[src/adcrzm_unused_note_placeholder.sv]
// intentionally empty compile unit kept out of design
`timescale 1ns/1ns
`default_nettype none
`default_nettype wire

[src/adcrzm_pkg.sv]
// shared constants and types of the adc result range zoom mapper
`default_nettype none
package adcrzm_pkg;

    ////////////////////////////////////////////////////////////////////////////
    // widths
    localparam int ADDR_W = 8;
    localparam int DATA_W = 32;
    localparam int SAMPLE_W = 18;
    localparam int RESULT_W = 16;
    localparam int SEG_W = 3;

    ////////////////////////////////////////////////////////////////////////////
    // register byte offsets
    localparam logic [ADDR_W-1:0] OFFS_CTRL = 8'h00;
    localparam logic [ADDR_W-1:0] OFFS_STATUS = 8'h04;
    localparam logic [ADDR_W-1:0] OFFS_COMP_MAIN = 8'h08;
    localparam logic [ADDR_W-1:0] OFFS_MAP_MAIN = 8'h0c;
    localparam logic [ADDR_W-1:0] OFFS_COMP_TEMP = 8'h10;
    localparam logic [ADDR_W-1:0] OFFS_MAP_TEMP = 8'h14;
    localparam logic [ADDR_W-1:0] OFFS_DIAG_BASE = 8'h18;
    localparam int DIAG_COUNT = 3;

    ////////////////////////////////////////////////////////////////////////////
    // control fields: resolution code 0..3 is 13..16 bits
    localparam int CTRL_RES_LSB = 0;
    localparam int CTRL_SHIFT_LSB = 2;
    localparam int CTRL_SEG_LSB = 4;
    localparam logic [6:0] CTRL_RESET = 7'h00;
    localparam int STAT_OVERFLOW = 0;
    localparam int STAT_WINDOW = 1;
    localparam int STAT_BUSY = 2;

    ////////////////////////////////////////////////////////////////////////////
    // arithmetic constants
    localparam int BASE_RES_BITS = 13;
    localparam logic [1:0] RES_CODE_15 = 2'h2;
    localparam logic signed [SAMPLE_W-1:0] SEGMENT_STEP = 18'sh02000;
    localparam logic signed [SAMPLE_W-1:0] RESULT_MAX = 18'sh07fff;
    localparam logic signed [SAMPLE_W-1:0] RESULT_MIN = -18'sh08000;
    localparam int TEMP_DIV_SHIFT = 2;

    typedef enum logic [2:0] {
        CH_MAIN = 3'h0,
        CH_TEMP = 3'h1,
        CH_COMMON_MODE = 3'h2,
        CH_BRIDGE_POS = 3'h3,
        CH_BRIDGE_NEG = 3'h4
    } adcrzm_channel_t;

    typedef struct packed {
        adcrzm_channel_t channel;
        logic signed [SAMPLE_W-1:0] raw;
        logic signed [SAMPLE_W-1:0] autoZero;
    } adcrzm_sample_t;

    typedef struct packed {
        adcrzm_channel_t channel;
        logic signed [SAMPLE_W-1:0] comp;
    } adcrzm_comp_t;

    typedef struct packed {
        adcrzm_channel_t channel;
        logic signed [RESULT_W-1:0] data;
    } adcrzm_result_t;

endpackage
`default_nettype wire

[src/adcrzm_mapper.sv]
// adc result range zoom mapper with apb register access
//
// Function
// - resolution selects 13, 14, 15 or 16 bits
// - 15/16 bit results mapped to working range
// - diagnostic results always scaled to 13 bits
// - temperature result divided by four
// - main result minus segment select times 8192 at 15/16 bit resolution
// - main result window follows range shift
// - mapped main result is 16-bit signed
// - compensated main result readable as readout
// - auto-zero value subtracted from raw conversion
// - range shift selects 1/2 to 1/16 reference
//
// Implementation choices: the APB register port and the register addresses.
`timescale 1ns/1ns
`default_nettype none
module adcrzm_mapper
(
    // clock and reset
    input wire logic mclk,
    input wire logic reset,
    // apb slave
    input wire logic psel,
    input wire logic penable,
    input wire logic pwrite,
    input wire logic [adcrzm_pkg::ADDR_W-1:0] paddr,
    input wire logic [adcrzm_pkg::DATA_W-1:0] pwdata,
    output logic [adcrzm_pkg::DATA_W-1:0] prdata,
    output logic pready,
    output logic pslverr,
    // conversion results from the front end
    input wire logic adcValid,
    input wire adcrzm_pkg::adcrzm_sample_t adcSample,
    // mapped results to the calibration engine
    output logic resultValid,
    output adcrzm_pkg::adcrzm_result_t result
);

    ////////////////////////////////////////////////////////////////////////////
    // helpers

    // window limits of the compensated main result for resolution and shift
    function automatic logic signed [adcrzm_pkg::SAMPLE_W-1:0] windowMin(
        input logic [1:0] resCode,
        input logic [1:0] shiftCode
    );
        logic signed [adcrzm_pkg::SAMPLE_W-1:0] half;
        half = 18'sh01000 <<< resCode;
        windowMin = -(half >>> shiftCode);
    endfunction

    function automatic logic signed [adcrzm_pkg::SAMPLE_W-1:0] windowMax(
        input logic [1:0] resCode,
        input logic [1:0] shiftCode
    );
        logic signed [adcrzm_pkg::SAMPLE_W-1:0] half;
        half = 18'sh01000 <<< resCode;
        windowMax = (half <<< 1) - (half >>> shiftCode) - 18'sh00001;
    endfunction

    function automatic logic isFullField(input logic [adcrzm_pkg::ADDR_W-1:0] a);
        isFullField = a == adcrzm_pkg::OFFS_CTRL || a == adcrzm_pkg::OFFS_STATUS;
    endfunction

    ////////////////////////////////////////////////////////////////////////////
    // state

    typedef enum logic [1:0] {
        ST_IDLE = 2'b01,
        ST_SUBTRACT = 2'b10
    } adcrzm_state_t;

    adcrzm_state_t stateQ, stateD;
    logic [1:0] resQ, resD;
    logic [1:0] shiftQ, shiftD;
    logic [adcrzm_pkg::SEG_W-1:0] segQ, segD;
    logic overflowQ, overflowD;
    logic windowErrQ, windowErrD;
    logic signed [adcrzm_pkg::SAMPLE_W-1:0] compMainQ, compMainD;
    logic signed [adcrzm_pkg::RESULT_W-1:0] mapMainQ, mapMainD;
    logic signed [adcrzm_pkg::SAMPLE_W-1:0] compTempQ, compTempD;
    logic signed [adcrzm_pkg::RESULT_W-1:0] mapTempQ, mapTempD;
    logic signed [adcrzm_pkg::RESULT_W-1:0] diagQ [adcrzm_pkg::DIAG_COUNT];
    logic resultValidQ, resultValidD;
    adcrzm_pkg::adcrzm_result_t resultQ, resultD;
    logic [adcrzm_pkg::DATA_W-1:0] rdataQ, rdataD;
    logic errQ, errD;

    logic compValid;
    adcrzm_pkg::adcrzm_comp_t comp;
    logic signed [adcrzm_pkg::SAMPLE_W-1:0] zoomed;
    logic signed [adcrzm_pkg::RESULT_W-1:0] mapped;
    logic signed [adcrzm_pkg::SAMPLE_W-1:0] diagScaled;
    logic mainEvent;
    logic setOverflow;
    logic setWindow;
    logic wrCycle;
    logic rdSetup;

    ////////////////////////////////////////////////////////////////////////////
    // auto-zero stage

    adcrzm_autozero u_autozero
    (
        .mclk(mclk),
        .reset(reset),
        .inValid(adcValid),
        .inSample(adcSample),
        .outValid(compValid),
        .outComp(comp)
    );

    ////////////////////////////////////////////////////////////////////////////
    // mapping, done in the cycle the compensated value arrives

    always_comb
    begin
        zoomed = comp.comp;
        if (resQ >= adcrzm_pkg::RES_CODE_15)
        begin
            zoomed = comp.comp - adcrzm_pkg::SEGMENT_STEP * $signed({1'b0, segQ});
        end
        diagScaled = comp.comp >>> resQ;
        case (comp.channel)
            adcrzm_pkg::CH_MAIN:
                mapped = zoomed[adcrzm_pkg::RESULT_W-1:0];
            adcrzm_pkg::CH_TEMP:
            begin
                // arithmetic shift keeps the sign of the division
                diagScaled = comp.comp >>> adcrzm_pkg::TEMP_DIV_SHIFT;
                mapped = diagScaled[adcrzm_pkg::RESULT_W-1:0];
            end
            default:
                mapped = diagScaled[adcrzm_pkg::RESULT_W-1:0];
        endcase
        mainEvent = compValid && comp.channel == adcrzm_pkg::CH_MAIN;
        // values past 32767 wrap negative; the flag tells software to rezoom
        setOverflow = mainEvent && (zoomed > adcrzm_pkg::RESULT_MAX || zoomed < adcrzm_pkg::RESULT_MIN);
        setWindow = mainEvent && (comp.comp < windowMin(resQ, shiftQ) ||
            comp.comp > windowMax(resQ, shiftQ));
    end

    ////////////////////////////////////////////////////////////////////////////
    // result registers and sequencer

    always_comb
    begin
        stateD = stateQ;
        compMainD = compMainQ;
        mapMainD = mapMainQ;
        compTempD = compTempQ;
        mapTempD = mapTempQ;
        resultValidD = compValid;
        resultD = resultQ;
        case (stateQ)
            ST_IDLE:
                if (adcValid)
                begin
                    stateD = ST_SUBTRACT;
                end
            ST_SUBTRACT:
                if (!adcValid)
                begin
                    stateD = ST_IDLE;
                end
            default:
                stateD = ST_IDLE;
        endcase
        if (compValid)
        begin
            resultD.channel = comp.channel;
            resultD.data = mapped;
            if (comp.channel == adcrzm_pkg::CH_MAIN)
            begin
                compMainD = comp.comp;
                mapMainD = mapped;
            end
            if (comp.channel == adcrzm_pkg::CH_TEMP)
            begin
                compTempD = comp.comp;
                mapTempD = mapped;
            end
        end
    end

    always_ff @(posedge mclk or posedge reset)
    begin
        if (reset)
        begin
            stateQ <= ST_IDLE;
            compMainQ <= '0;
            mapMainQ <= '0;
            compTempQ <= '0;
            mapTempQ <= '0;
            resultValidQ <= 1'b0;
            resultQ <= '0;
        end
        else
        begin
            stateQ <= stateD;
            compMainQ <= compMainD;
            mapMainQ <= mapMainD;
            compTempQ <= compTempD;
            mapTempQ <= mapTempD;
            resultValidQ <= resultValidD;
            resultQ <= resultD;
        end
    end

    // one holding register per diagnostic channel
    generate
        for (genvar i = 0; i < adcrzm_pkg::DIAG_COUNT; i++)
        begin : g_diag
            logic signed [adcrzm_pkg::RESULT_W-1:0] diagD;
            always_comb
            begin
                diagD = diagQ[i];
                if (compValid && comp.channel == adcrzm_pkg::adcrzm_channel_t'(3'(i + 2)))
                begin
                    diagD = mapped;
                end
            end
            always_ff @(posedge mclk or posedge reset)
            begin
                if (reset)
                begin
                    diagQ[i] <= '0;
                end
                else
                begin
                    diagQ[i] <= diagD;
                end
            end
        end
    endgenerate

    ////////////////////////////////////////////////////////////////////////////
    // apb registers: read data latched in setup, zero wait states

    assign wrCycle = psel && penable && pwrite;
    assign rdSetup = psel && !penable && !pwrite;

    always_comb
    begin
        resD = resQ;
        shiftD = shiftQ;
        segD = segQ;
        overflowD = overflowQ;
        windowErrD = windowErrQ;
        rdataD = rdataQ;
        errD = errQ;
        if (wrCycle && paddr == adcrzm_pkg::OFFS_CTRL)
        begin
            resD = pwdata[adcrzm_pkg::CTRL_RES_LSB +: 2];
            shiftD = pwdata[adcrzm_pkg::CTRL_SHIFT_LSB +: 2];
            segD = pwdata[adcrzm_pkg::CTRL_SEG_LSB +: adcrzm_pkg::SEG_W];
        end
        if (wrCycle && paddr == adcrzm_pkg::OFFS_STATUS)
        begin
            overflowD = overflowQ && !pwdata[adcrzm_pkg::STAT_OVERFLOW];
            windowErrD = windowErrQ && !pwdata[adcrzm_pkg::STAT_WINDOW];
        end
        // a new event beats a clear in the same cycle
        overflowD = overflowD || setOverflow;
        windowErrD = windowErrD || setWindow;
        if (rdSetup)
        begin
            errD = 1'b0;
            rdataD = '0;
            case (paddr)
                adcrzm_pkg::OFFS_CTRL:
                    rdataD = {25'h0000000, segQ, shiftQ, resQ};
                adcrzm_pkg::OFFS_STATUS:
                    rdataD = {29'h00000000, stateQ == ST_SUBTRACT, windowErrQ, overflowQ};
                adcrzm_pkg::OFFS_COMP_MAIN:
                    rdataD = 32'(compMainQ);
                adcrzm_pkg::OFFS_MAP_MAIN:
                    rdataD = 32'(mapMainQ);
                adcrzm_pkg::OFFS_COMP_TEMP:
                    rdataD = 32'(compTempQ);
                adcrzm_pkg::OFFS_MAP_TEMP:
                    rdataD = 32'(mapTempQ);
                adcrzm_pkg::OFFS_DIAG_BASE:
                    rdataD = 32'(diagQ[0]);
                adcrzm_pkg::OFFS_DIAG_BASE + 8'h04:
                    rdataD = 32'(diagQ[1]);
                adcrzm_pkg::OFFS_DIAG_BASE + 8'h08:
                    rdataD = 32'(diagQ[2]);
                default:
                    errD = 1'b1;
            endcase
        end
        else if (psel && !penable && pwrite)
        begin
            rdataD = '0;
            errD = !isFullField(paddr);
        end
    end

    always_ff @(posedge mclk or posedge reset)
    begin
        if (reset)
        begin
            resQ <= adcrzm_pkg::CTRL_RESET[1:0];
            shiftQ <= adcrzm_pkg::CTRL_RESET[3:2];
            segQ <= adcrzm_pkg::CTRL_RESET[6:4];
            overflowQ <= 1'b0;
            windowErrQ <= 1'b0;
            rdataQ <= '0;
            errQ <= 1'b0;
        end
        else
        begin
            resQ <= resD;
            shiftQ <= shiftD;
            segQ <= segD;
            overflowQ <= overflowD;
            windowErrQ <= windowErrD;
            rdataQ <= rdataD;
            errQ <= errD;
        end
    end

    ////////////////////////////////////////////////////////////////////////////
    // outputs

    assign pready = psel && penable;
    assign prdata = rdataQ;
    assign pslverr = psel && penable && errQ;
    assign resultValid = resultValidQ;
    assign result = resultQ;

endmodule // adcrzm_mapper
`default_nettype wire

[src/adcrzm_autozero.sv]
// auto-zero subtraction stage, one registered cycle
`timescale 1ns/1ns
`default_nettype none
module adcrzm_autozero
(
    // clock and reset
    input wire logic mclk,
    input wire logic reset,
    // sample in
    input wire logic inValid,
    input wire adcrzm_pkg::adcrzm_sample_t inSample,
    // compensated sample out
    output logic outValid,
    output adcrzm_pkg::adcrzm_comp_t outComp
);

    logic validQ;
    logic validD;
    adcrzm_pkg::adcrzm_comp_t compQ;
    adcrzm_pkg::adcrzm_comp_t compD;

    always_comb
    begin
        validD = inValid;
        compD = compQ;
        if (inValid)
        begin
            compD.channel = inSample.channel;
            compD.comp = inSample.raw - inSample.autoZero;
        end
    end

    always_ff @(posedge mclk or posedge reset)
    begin
        if (reset)
        begin
            validQ <= 1'b0;
            compQ <= '0;
        end
        else
        begin
            validQ <= validD;
            compQ <= compD;
        end
    end

    assign outValid = validQ;
    assign outComp = compQ;

endmodule // adcrzm_autozero
`default_nettype wire

[config.mk]
export PLATFORM = sky130hd
export DESIGN_NAME = adcrzm_mapper
export DESIGN_NICKNAME = d
export VERILOG_FILES = /design/src/adcrzm_unused_note_placeholder.sv /design/src/adcrzm_pkg.sv /design/src/adcrzm_mapper.sv /design/src/adcrzm_autozero.sv
export SDC_FILE = /design/constraint.sdc
export NUM_CORES = 1
export LEC_CHECK = 0
export ABC_CLOCK_PERIOD_IN_PS = 5800
export BUFFER_PORTS_ARGS = -buffer_cell sky130_fd_sc_hd__clkbuf_2
export CORE_AREA = 5 5 154 156
export DETAILED_ROUTE_END_ITERATION = 16
export DIE_AREA = 0 0 159 161
export PLACE_DENSITY = 0.7
export SLEW_MARGIN = 20
export SYNTH_ARGS = -nofsm -noshare
export SYNTH_HDL_FRONTEND = slang
export SYNTH_HIERARCHICAL = 1
export SYNTH_SLANG_ARGS = --single-unit
[constraint.sdc]
create_clock -name mclk -period 5.8 [get_ports mclk]
set_input_delay 0.58 -clock mclk [delete_from_list [all_inputs] [get_ports mclk]]
set_output_delay 0.58 -clock mclk [all_outputs]
set_load 0.03 [all_outputs]
Word-level counts from Yosys, hierarchy flattened
Index checks and enable logic that the tools add are counted.
{"block": "word_totals", "out_inout_bits": 54, "input_bits": 85, "reg_bits": 202}
{"block": "op_classes", "n_reduce_logical": 33, "n_addsub": 5, "shifts": 3, "magnitude_cmp": 5, "n_eq_ne": 16, "muxes": 13}
{"op": "$pmux W32 S9", "n": 1}
{"op": "$mux W32", "n": 2}
{"op": "$sub A18 B18 Y18", "n": 2}
{"op": "$eq A8 B5 Y1 const B", "n": 4}
{"op": "$pmux W16 S2", "n": 1}
{"op": "$gt A18 B16 Y1 const B", "n": 1}
{"op": "$gt A18 B18 Y1", "n": 1}
{"op": "$lt A18 B16 Y1 const B", "n": 1}
{"op": "$lt A18 B18 Y1", "n": 1}
{"op": "$mux W18", "n": 1}
{"op": "$neg A18 Y18", "n": 1}
{"op": "$sshl A14 B2 Y18 const A", "n": 1}
{"op": "$sshr A18 B2 Y16", "n": 1}
{"op": "$sshr A18 B2 Y18", "n": 1}
{"op": "$sub A18 B17 Y18", "n": 1}
{"op": "$sub A18 B2 Y18 const B", "n": 1}
{"op": "$eq A8 B4 Y1 const B", "n": 2}
{"op": "$logic_and A1 B1 Y1", "n": 16}
{"op": "$reduce_or A9 Y1", "n": 1}
{"op": "$eq A8 B3 Y1 const B", "n": 1}
{"op": "$eq A8 B6 Y1 const B", "n": 1}
{"op": "$logic_not A8 Y1", "n": 1}
{"op": "$eq A3 B2 Y1 const B", "n": 2}
{"op": "$reduce_and A2 Y1", "n": 3}
{"op": "13 further kinds", "n": 27}

Longest topological paths before layout
Gate-level depths: netlist of the first run.
{"block": "logic_depth", "depth_word": 8, "depth_mapped": 14, "ltp_nobuf": 12}

Cells and area by module
Netlist of the first run, hierarchy kept.
{"mod": "adcrzm_mapper", "instances": 1, "area_per_inst_um2": 9016.1, "cells_each": 976, "seq_area_each_um2": 4155.2}
{"mod": "adcrzm_autozero", "instances": 1, "area_per_inst_um2": 1883.1, "cells_each": 200, "seq_area_each_um2": 550.5}

Worst setup path before layout of the first run
Ideal clock, no wire load.
{"block": "synth_timing", "path_kind": "register -> register", "start": "register resQ[0]", "end": "register windowErrQ", "t_arrival_ns": 2.709, "required_ns": 5.676, "setup_slack_ns": 2.968, "path_stages_with_launch": 15, "setup_time_ns": 0.124, "path_cell_list": "dfrtp_1 > buf_4 > buf_2 > buf_2 > nor2_1 > a22oi_1 > ha_1 > ha_1 > a21oi_1 > xor2_1 > ha_1 > nand4_1 > nor4_1 > nor2_1 > a211o_1"}
{"block": "synth_between", "elab_chain_len": 8, "elab_cells_between_ends": 10}
{"item": "start: declaration", "line": "adcrzm_mapper.sv:75", "source": "logic [1:0] resQ, resD;"}
{"item": "start signal: assignment", "line": "adcrzm_mapper.sv:305", "source": "resQ <= adcrzm_pkg::CTRL_RESET[1:0];"}
{"item": "start signal: assignment", "line": "adcrzm_mapper.sv:315", "source": "resQ <= resD;"}
{"item": "$sshl A14 B2 Y18 *", "line": "adcrzm_mapper.sv:49, adcrzm_mapper.sv:58"}
{"item": "$sshr A18 B2 Y18", "line": "adcrzm_mapper.sv:50, adcrzm_mapper.sv:59"}
{"item": "$sub A18 B18 Y18", "line": "adcrzm_mapper.sv:59", "source": "windowMax = (half <<< 1) - (half >>> shiftCode) - 18'sh00001;"}
{"item": "$sub A18 B2 Y18", "line": "adcrzm_mapper.sv:59"}
{"item": "$gt A18 B18 Y1", "line": "adcrzm_mapper.sv:141", "source": "comp.comp > windowMax(resQ, shiftQ));"}
{"item": "$logic_or A1 B1 Y1 *", "line": "adcrzm_mapper.sv:140", "source": "setWindow = mainEvent && (comp.comp < windowMin(resQ, shiftQ) ||"}
{"item": "$logic_and A1 B1 Y1 *", "line": "adcrzm_mapper.sv:140"}
{"item": "$logic_or A1 B1 Y1 *", "line": "adcrzm_mapper.sv:266", "source": "windowErrD = windowErrD || setWindow;"}
{"item": "net windowErrD", "line": "adcrzm_mapper.sv:79", "source": "logic windowErrQ, windowErrD;"}
{"item": "end signal: assignment", "line": "adcrzm_mapper.sv:319", "source": "windowErrQ <= windowErrD;"}
{"item": "end: declaration", "line": "adcrzm_mapper.sv:79"}
The timed path passes the listed nets; every way through them passes the cells marked *.
A chain may end at the register's enable or synchronous reset.

Final worst setup path of the first run
{"block": "layout_timing", "start": "register resQ[1]", "end": "register windowErrQ"}
The elaborated chain is that of the path after synthesis.

==> results of run 1 <==
==> where the power goes <==
group,switching (mW),internal [mW]
registers,0.298,1.69
clock network,0.513,0.655
logic,0.629,0.416
==> final timing paths <==
kind | from | endpoint
max in group asynchronous | reset | diagQ[19]
worst max-delay path | resQ[1] | windowErrQ
worst min-delay path | reset | u_autozero/outComp[19]
worst max register to register | resQ[1] | windowErrQ
worst min register to register | mapTempQ[0] | mapTempQ[0]
min in group mclk | pwdata[2] | shiftQ[0]
==> routing by layer <==
metal  global-route usage  vias to the layer above
li1                     -                     4242
met1                0.327                     4339
met2                0.354                      354
met5                    0                        -
met3               0.0429                       34
met4               0.0694                        0
==> layout make-up <==
class | instances | area [sq um] | share of cell area
repair buffers | 129 | 686 | 0.0568
flip-flops and latches | 188 | 4710 | 0.390
well taps | 285 | 357 | 0.0296
clock inverters | 11 | 119 | 0.00985
clock buffers | 20 | 457 | 0.0379
multi-input cells | 847 | 5530 | 0.458
inverters | 56 | 215 | 0.0178
==> cells in the mapped netlist, types with 3 or more instances <==
cell       count  area share
inv_1         56       0.019
mux2i_1       58       0.053
a211o_1        3      0.0024
and3_1         8      0.0046
nand2b_1       5      0.0029
and2_1         7      0.0040
o211ai_1      10      0.0069
xnor2_1        9      0.0072
mux2_2        15       0.015
nor2_1        48       0.017
a21oi_2        3      0.0024
a211oi_1       7      0.0048
buf_2         22       0.010
buf_6          7      0.0072
clkbuf_1      34       0.012
nand3b_1       7      0.0048
nand3_1       34       0.016
nor4_1         6      0.0034
o2111ai_1      3      0.0024
mux4_2        11       0.023
buf_4         18       0.012
nand4_1       17      0.0098
o21ai_0       97       0.045
a22oi_1       17       0.012
a32oi_1        7      0.0056
a2111oi_0      3      0.0024
o22ai_1        4      0.0023
a21o_1        10      0.0069
o31ai_1        6      0.0041
buf_1          4      0.0014
xor2_1         6      0.0048
a21oi_1       37       0.017
nand2_1      257       0.089
nor3_1        10      0.0046
a221o_1        7      0.0064
a22o_1         3      0.0024
o21ai_1       12      0.0055
ha_1          42       0.048
dfrtp_1      187        0.43
o21a_1         5      0.0034
nor3_2         4      0.0037
nor2b_1       13      0.0075
==> registers in the layout, summed over array words and instances, names as in the netlist <==
signal / flops
diagQ: 48
u_autozero/outComp: 21
result: 19
compMainQ: 18
compTempQ: 18
prdata: 18
mapMainQ: 16
mapTempQ: 16
segQ: 3
resQ: 2
shiftQ: 2
stateQ: 2
errQ: 1
overflowQ: 1
resultValid: 1
u_autozero/outValid: 1
windowErrQ: 1
==> layout by cell type (no fill, tap or decap), types with 33 or more instances in the layout <==
cell	n
inv_1	55
a21oi_1	37
mux2i_1	58
nand2_1	256
nor2_1	47
dfrtp_1	187
clkbuf_2	113
nand3_1	33
o21ai_0	97
ha_1	42
==> cell families (layout without fill, tap and decap cells) <==
| logic type | count (synthesis) | count (layout) | share of synthesized area |
|---|---|---|---|
| AOI/OAI and AO/OA | 265 | 265 | 0.162 |
| xor gates and xnor gates | 15 | 15 | 0.0121 |
| adders and majority gates | 44 | 44 | 0.0519 |
| buffers and inverters | 141 | 216 | 0.0621 |
| DFF | 188 | 188 | 0.432 |
| muxes | 88 | 88 | 0.0963 |
| other | 1 | 1 | 0.000344 |
| and+or+nand+nor | 434 | 434 | 0.183 |
==> metrics by stage <==
stage,area [sq um],util
6_report,12100,0.543
4_1_cts,12100,0.543
3_3_place_gp,11500,0.517
2_1_floorplan,10900,-
3_5_place_dp,11500,0.517
5_1_grt,12100,0.543
==> worst reg2reg max path, delay by kind of cell (launching register included) <==
family	cells	cell delay, ns
xor+xnor	1	0.18
simple gates	5	1.03
fa+ha+maj	3	0.73
compound gates	3	0.65
flops	1	0.34
buf+inv	1	0.36
==> impl_metrics.env, run 1 <==
export IMPL_cap_violations=0
export IMPL_rows=55
export IMPL_cts_root_buf="clkbuf_16"
export IMPL_place_inst=1505
export IMPL_crit_path_cell_trace="buf_4 > nor2b_1 > nor2_1 > a22oi_1 > ha_1 > ha_1 > a21oi_1 > xor2_1 > ha_1 > nand4_1 > nor4_1 > nor2_1 > a211o_1"
export IMPL_final_hold_viol_count=0
export IMPL_fill_cells=2008
export IMPL_syn_area_per_cell_sq_um=9.27
export IMPL_first_pass_iters=5
export IMPL_critPathSlowestCell="buf_4"
export IMPL_synth_seq_area_share=0.432
export IMPL_vias=8969
export IMPL_wl_met2_mm=13.1
export IMPL_max_stage_delay_ns=0.36
export IMPL_rr_worst_depth=13
export IMPL_cts_resized=0
export IMPL_cts_made_buffers=17
export IMPL_syn_area_sq_um=10900
export IMPL_p_per_area_nw_per_um2=348
export IMPL_yosys_register_bits=188
export IMPL_cts_hold_buf=0
export IMPL_slew_headroom=0.258
export IMPL_hold_class="input port to async pin"
export IMPL_place_congestion=0.850
export IMPL_start_util=0.490
export IMPL_synth_edff_count=0
export IMPL_met3WireLength_mm=2.27
export IMPL_dp_hpwl_mm=20.5
export IMPL_fin_skew_ns=0.00925
export IMPL_crit_top_cell="ha_1"
export IMPL_clkLatencyLatePin_ns=0.43
export IMPL_final_setup_tns_ns=0
export IMPL_rsz0062_at_grt="false"
export IMPL_dieArea_sq_um=25600
export IMPL_synth_cells=1176
export IMPL_cts_tree="done"
export IMPL_crit_family="simple AND/OR/NAND/NOR gates"
export IMPL_cp_arrival_ns=3.72
export IMPL_fmax_mhz=295
export IMPL_finalMaxSlewViolations=0
export IMPL_grt_max_degree=105
export IMPL_chipWidth_microns=159
export IMPL_worstMarginPinSlew_ns=1.11
export IMPL_final_setup_viol_count=0
export IMPL_endpoint_kind="flop"
export IMPL_wl_per_cell_microns=19.0
export IMPL_antenna_found_initial=0
export IMPL_leakagePower_nw=5.88
export IMPL_setup_ws_ns=2.41
export IMPL_drt_drc_violations_left=0
export IMPL_area_growth_pct=10.7
export IMPL_synth_main_ff_cell="dfrtp_1"
export IMPL_critPathRequiredTime_ns=6.12
export IMPL_post_cts_setup_buffer_count=0
export IMPL_dp_worst_setup_slack_ns=2.46
export IMPL_holdWs_ns=0.332
export IMPL_clk_pin_slew_worst_paths_ns=0.07
export IMPL_worst_path_stages=13
export IMPL_die_height_microns=161
export IMPL_overflow=0
export IMPL_cp_num_buf_inv=1
export IMPL_ys_types=84
export IMPL_routed_top_layer="met4"
export IMPL_min_period_ns=3.39
export IMPL_grt_pass1_wl_mm=47.4
export IMPL_core_sq_um=22200
export IMPL_cts_max_path_buffers=2
export IMPL_start_kind="flop"
export IMPL_path_max_fanout=34
export IMPL_final_layout_size_suffix_gt1_frac=0.177
export IMPL_syn_nets=1305
export IMPL_antennaDiodeCount=0
export IMPL_io_buffers=113
export IMPL_wl_met1_mm=13.3
export IMPL_vdd_drop_max_uv=222
export IMPL_ys_async_sr_fraction=1.00
export IMPL_ant_nets=0
export IMPL_cts_htree_levels=4
export IMPL_pin_count=139
export IMPL_ff2ff_setup_slack_ns=2.41
export IMPL_nets=1368
export IMPL_power_mw=4.20
export IMPL_grt_pass1_vias=8832
export IMPL_cts_sink_count=188
export IMPL_wl_mm=29.3
export IMPL_grt_use_total=0.228
export IMPL_synth_warnings=6
export IMPL_vias_per_cell=5.84
export IMPL_timing_final_crit_share=0.585
export IMPL_path_class="flop to flop"
export IMPL_status="completed"
export IMPL_drtIter0Drc=731
export IMPL_final_cell_count_no_fill=1536
Power figures use the tool's default switching activity.
==> inputs of run 2 (changes only) <==
--- a/config.mk
+++ b/config.mk
@@ -5,7 +5,7 @@
 export SDC_FILE = /design/constraint.sdc
 export NUM_CORES = 1
 export LEC_CHECK = 0
-export ABC_CLOCK_PERIOD_IN_PS = 5800
+export ABC_CLOCK_PERIOD_IN_PS = 3400
 export BUFFER_PORTS_ARGS = -buffer_cell sky130_fd_sc_hd__clkbuf_2
 export CORE_AREA = 5 5 154 156
 export DETAILED_ROUTE_END_ITERATION = 16
==> constraint.sdc (replaced) <==
create_clock -name mclk -period 3.4 [get_ports mclk]
set_input_delay 0.34 -clock mclk [delete_from_list [all_inputs] [get_ports mclk]]
set_output_delay 0.34 -clock mclk [all_outputs]
set_load 0.03 [all_outputs]
==> run 2 against run 1 <==
Against the previous run:
- highest routed layer unchanged
- final cell count grew 1.2%
- maximum frequency grew 12%
- sequential share of layout area shrank 0.41 points
- final area grew 1.1%
- total power grew 69%
- clock skew shrank 0.00094 ns
- clock power grew 61%
- wire length grew 2.0%
==> impl_metrics.env, run 2 (synthesis gave the netlist of run 1 again) <==
export IMPL_status="completed"
export IMPL_overflow=0
export IMPL_grt_max_degree=80
export IMPL_final_common_cell="nand2_1"
export IMPL_cp_arrival_ns=3.34
export IMPL_dieArea_sq_um=25600
export IMPL_final_setup_viol_count=0
export IMPL_cts_max_path_buffers=2
export IMPL_grt_busiest_layer="met2"
export IMPL_path_max_fanout=7
export IMPL_antennaDiodeCount=0
export IMPL_antenna_found_initial=0
export IMPL_cts_resized=0
export IMPL_most_common_layout_cells="nand2_1, dfrtp_1, clkbuf_2"
export IMPL_slew_headroom=0.384
export IMPL_fin_skew_ns=0.00830
export IMPL_start_kind="flop"
export IMPL_final_hold_viol_count=0
export IMPL_cts_sink_count=188
export IMPL_drtIter0Drc=874
export IMPL_clk_pin_slew_worst_paths_ns=0.07
export IMPL_leakagePower_nw=5.95
export IMPL_nets=1387
export IMPL_endpoint_kind="flop"
export IMPL_rsz0062_at_grt="false"
export IMPL_critPathRequiredTime_ns=3.71
export IMPL_cts_hold_buf=1
export IMPL_vias=9047
export IMPL_fmax_mhz=330
export IMPL_place_inst=1523
export IMPL_cts_tree="done"
export IMPL_timing_final_crit_share=0.892
export IMPL_clkLatencyLatePin_ns=0.43
export IMPL_wl_mm=29.8
export IMPL_pin_count=139
export IMPL_die_height_microns=161
export IMPL_place_congestion=0.895
export IMPL_core_sq_um=22200
export IMPL_drt_drc_violations_left=0
export IMPL_use_met1=0.325
export IMPL_placed_area_sq_um=11600
export IMPL_cts_htree_levels=4
export IMPL_wl_per_cell_microns=19.2
export IMPL_start_util=0.490
export IMPL_grt_pass1_vias=8819
export IMPL_finalMaxSlewViolations=0
export IMPL_dp_hpwl_mm=21.6
export IMPL_final_setup_tns_ns=0
export IMPL_grt_use_met3=0.0541
export IMPL_grt_use_total=0.231
export IMPL_chipWidth_microns=159
export IMPL_hold_class="input port to flop"
export IMPL_rows=55
export IMPL_vdd_drop_max_uv=383
export IMPL_path_class="flop to flop"
export IMPL_final_layout_size_suffix_gt1_frac=0.187
export IMPL_largest_register_ffs=48
export IMPL_vias_per_cell=5.82
export IMPL_area_growth_pct=11.9
export IMPL_worstMarginPinSlew_ns=0.922
export IMPL_gr_usage_met2=0.363
export IMPL_grt_pass1_wl_mm=47.9
export IMPL_cap_violations=0
export IMPL_p_per_area_nw_per_um2=583
export IMPL_cts_made_buffers=17
export IMPL_top_register="diagQ"
export IMPL_post_cts_setup_buffer_count=0
export IMPL_ant_nets=0
export IMPL_min_period_ns=3.03
export IMPL_io_buffers=113
export IMPL_power_mw=7.10
export IMPL_cts_root_buf="clkbuf_16"
export IMPL_final_cell_count_no_fill=1555
export IMPL_first_pass_iters=7
export IMPL_stdcell_area_sq_um=12200
export IMPL_ff2ff_setup_slack_ns=0.37
[run 2: changes by cell type in the layout (fill, tap and decap cells not counted), sizes merged]
cell and delta:
buf +18, bufinv -1, clkinv -2, clkinvlp +3, dlygate4sd3 +1
[run 2: area by class of cell]
class                           count  area, sq um
Clock buffer                       20          447
Clock inverter                     11         95.1
Multi-Input combinational cell    847         5520
Timing Repair Buffer              148          856
Sequential cell                   188         4710
Tap cell                          285          357
Inverter                           56          214
Fill cell                        2027        10000
[run 2: worst max-delay path, stage by stage, from the launching register on]
cell and delay [ns]:
dfrtp_1 0.45, nor2b_1 0.33, nor2_1 0.13, a22oi_1 0.29
ha_1 0.25, ha_1 0.18, a21oi_1 0.06, xor2_1 0.16
ha_1 0.29, nand4_1 0.11, nor4_1 0.31, nor2_1 0.07
a211o_1 0.29
[run 2: report_power, final]
part	switching, mW	internal (mW)	total, mW
clock network	0.855	1.02	1.88
registers	0.508	2.89	3.39
logic	1.09	0.739	1.83
total	2.46	4.65	7.10
[run 2: routing by layer]
metal  routed length (microns)  vias up
met2                     13600      372
met5                         0        -
met1                     13200     4356
met4                       550        0
met3                      2470       38
li1                          -     4281
[run 2: path summary, 6_finish.rpt]
path / start / endpoint / cells after the start
setup / recovery: shiftQ[1] / windowErrQ / 12
hold / removal: pwdata[2] / shiftQ[0] / 3
setup reg to reg: shiftQ[1] / windowErrQ / 12
hold reg to reg: mapTempQ[9] / mapTempQ[9] / 2
max in group asynchronous: reset / u_autozero/outComp[14] / 3
min in group asynchronous: reset / result[17] / 3
[run 2: through the flow]
step | worst slack (ns) | util | hold slack (ns)
after global routing | 0.0827 | 0.549 | 0.133
after floorplan | 0.568 | - | 0.329
final | 0.368 | 0.549 | 0.134
after detailed placement | 0.430 | 0.524 | 0.311
after global placement | 0.457 | 0.524 | 0.304
after CTS | 0.403 | 0.549 | 0.130
==> inputs of run 3 (changes only) <==
--- a/config.mk
+++ b/config.mk
@@ -10,7 +10,7 @@
 export CORE_AREA = 5 5 154 156
 export DETAILED_ROUTE_END_ITERATION = 16
 export DIE_AREA = 0 0 159 161
-export PLACE_DENSITY = 0.7
+export PLACE_DENSITY = 0.68
 export SLEW_MARGIN = 20
 export SYNTH_ARGS = -nofsm -noshare
 export SYNTH_HDL_FRONTEND = slang
==> run 3 against run 2 <==
Against the previous run:
- global-route usage rose by 0.053 points
- final cell count is 0.32% lower
- sequential cell count is the same
- critical path type unchanged
==> impl_metrics.env, run 3 (synthesis gave the netlist of run 1 again) <==
export IMPL_final_layout_size_suffix_gt1_frac=0.185
export IMPL_cts_root_buf="clkbuf_16"
export IMPL_wl_per_cell_microns=19.0
export IMPL_wl_mm=29.5
export IMPL_largest_register_ffs=48
export IMPL_dieArea_sq_um=25600
export IMPL_leakagePower_nw=5.94
export IMPL_timing_final_crit_share=0.915
export IMPL_crit_top_cell="ha_1"
export IMPL_antennaDiodeCount=0
export IMPL_worst_path_stages=12
export IMPL_cts_resized=0
export IMPL_grt_pass1_wl_mm=48.1
export IMPL_antenna_found_initial=0
export IMPL_grt_pass1_vias=8662
export IMPL_cts_hold_buf=0
export IMPL_cts_sink_count=188
export IMPL_ant_nets=0
export IMPL_cts_tree="done"
export IMPL_start_util=0.490
export IMPL_critPathSlowestCell="dfrtp_1"
export IMPL_first_pass_iters=5
export IMPL_routed_top_layer="met4"
export IMPL_clk_pin_slew_worst_paths_ns=0.07
export IMPL_chipWidth_microns=159
export IMPL_drt_drc_violations_left=0
export IMPL_grt_max_degree=167
export IMPL_vias_per_cell=5.78
export IMPL_met3WireLength_mm=2.02
export IMPL_dp_worst_setup_slack_ns=0.392
export IMPL_rows=55
export IMPL_path_max_fanout=7
export IMPL_die_height_microns=161
export IMPL_cts_htree_levels=4
export IMPL_path_class="flop to flop"
export IMPL_p_per_area_nw_per_um2=593
export IMPL_core_sq_um=22200
export IMPL_most_common_layout_cells="nand2_1, dfrtp_1, clkbuf_2"
export IMPL_pin_count=139
export IMPL_post_cts_setup_buffer_count=0
export IMPL_vias=8965
export IMPL_rr_worst_depth=12
export IMPL_crit_path_cell_trace="nor2b_1 > nor2_1 > a22oi_1 > ha_1 > ha_1 > a21oi_1 > xor2_1 > ha_1 > nand4_1 > nor4_1 > nor2_1 > a211o_1"
export IMPL_dp_hpwl_mm=21.1
export IMPL_cp_arrival_ns=3.43
export IMPL_crit_family="simple AND/OR/NAND/NOR gates"
export IMPL_start_kind="flop"
export IMPL_overflow=0
export IMPL_worstMarginPinSlew_ns=0.984
export IMPL_slew_headroom=0.337
export IMPL_wl_met1_mm=13.6
export IMPL_cts_max_path_buffers=2
export IMPL_final_common_cell="nand2_1"
export IMPL_critPathRequiredTime_ns=3.72
export IMPL_wl_met2_mm=13.3
export IMPL_setup_ws_ns=0.288
export IMPL_top_register="diagQ"
export IMPL_io_buffers=113
export IMPL_fin_skew_ns=0.00938
export IMPL_clkLatencyLatePin_ns=0.43
export IMPL_endpoint_kind="flop"
export IMPL_final_setup_tns_ns=0
export IMPL_nets=1381
export IMPL_status="completed"
export IMPL_max_stage_delay_ns=0.48
export IMPL_drtIter0Drc=804
export IMPL_final_hold_viol_count=0
export IMPL_cts_made_buffers=17
export IMPL_fmax_mhz=321
export IMPL_cp_num_buf_inv=0
export IMPL_finalMaxSlewViolations=0
export IMPL_area_growth_pct=11.8
export IMPL_cap_violations=0
export IMPL_grt_use_total=0.232
export IMPL_place_congestion=0.889
export IMPL_min_period_ns=3.11
export IMPL_rsz0062_at_grt="false"
export IMPL_vdd_drop_max_uv=371
export IMPL_final_setup_viol_count=0
export IMPL_hold_class="input port to async pin"
==> run 3: final timing paths <==
kind / from / to / slack (ns)
min in group mclk: pwdata[2] / shiftQ[0] / 0.13
setup / recovery: shiftQ[1] / windowErrQ / 0.29
hold reg to reg: mapMainQ[8] / mapMainQ[8] / 0.47
setup reg to reg: shiftQ[1] / windowErrQ / 0.29
hold / removal: reset / u_autozero/outComp[2] / 0.09
max in group asynchronous: reset / diagQ[34] / 2.52
==> run 3: through the flow <==
| step | total power [mW] | utilization | instances | hold slack, ns | instance area [sq um] |
|---|---|---|---|---|---|
| 2_1_floorplan | 4.58 | - | 1176 | 0.329 | 10900 |
| 5_1_grt | 7.67 | 0.548 | 1550 | 0.124 | 12200 |
| 4_1_cts | 7.24 | 0.548 | 1550 | 0.123 | 12200 |
| 6_report | 7.23 | 0.548 | 1550 | 0.0895 | 12200 |
| 3_5_place_dp | 5.22 | 0.521 | 1518 | 0.462 | 11600 |
| 3_3_place_gp | 5.14 | 0.521 | 1518 | 0.454 | 11600 |
==> run 3: report_power, final <==
part	internal, mW	switching (mW)	total [mW]	leakage, nW
Clock	1.13	0.898	2.03	0.285
Combinational	0.733	1.09	1.83	3.34
Sequential	2.88	0.486	3.37	2.32
==> run 3: layer usage <==
| metal | vias up | global-route usage |
|---|---|---|
| met5 | - | 0 |
| met4 | 0 | 0.0648 |
| met3 | 40 | 0.0536 |
| met2 | 341 | 0.351 |
| met1 | 4313 | 0.335 |
| li1 | 4271 | - |
==> run 3: cell type report <==
type                    count  area, sq um
well taps                 285          357
repair buffers            142          796
fillers                  2020        10000
inverters                  56          214
clock buffers              20          457
flip-flops and latches    188         4710
multi-input cells         847         5520
clock inverters            12          135
==> run 3: worst reg2reg max path, cell delays in order, from the launching register on <==
cell and delay, ns:
dfrtp_1 0.48, nor2b_1 0.33, nor2_1 0.13, a22oi_1 0.29
ha_1 0.25, ha_1 0.19, a21oi_1 0.06, xor2_1 0.17
ha_1 0.29, nand4_1 0.12, nor4_1 0.32, nor2_1 0.08
a211o_1 0.29
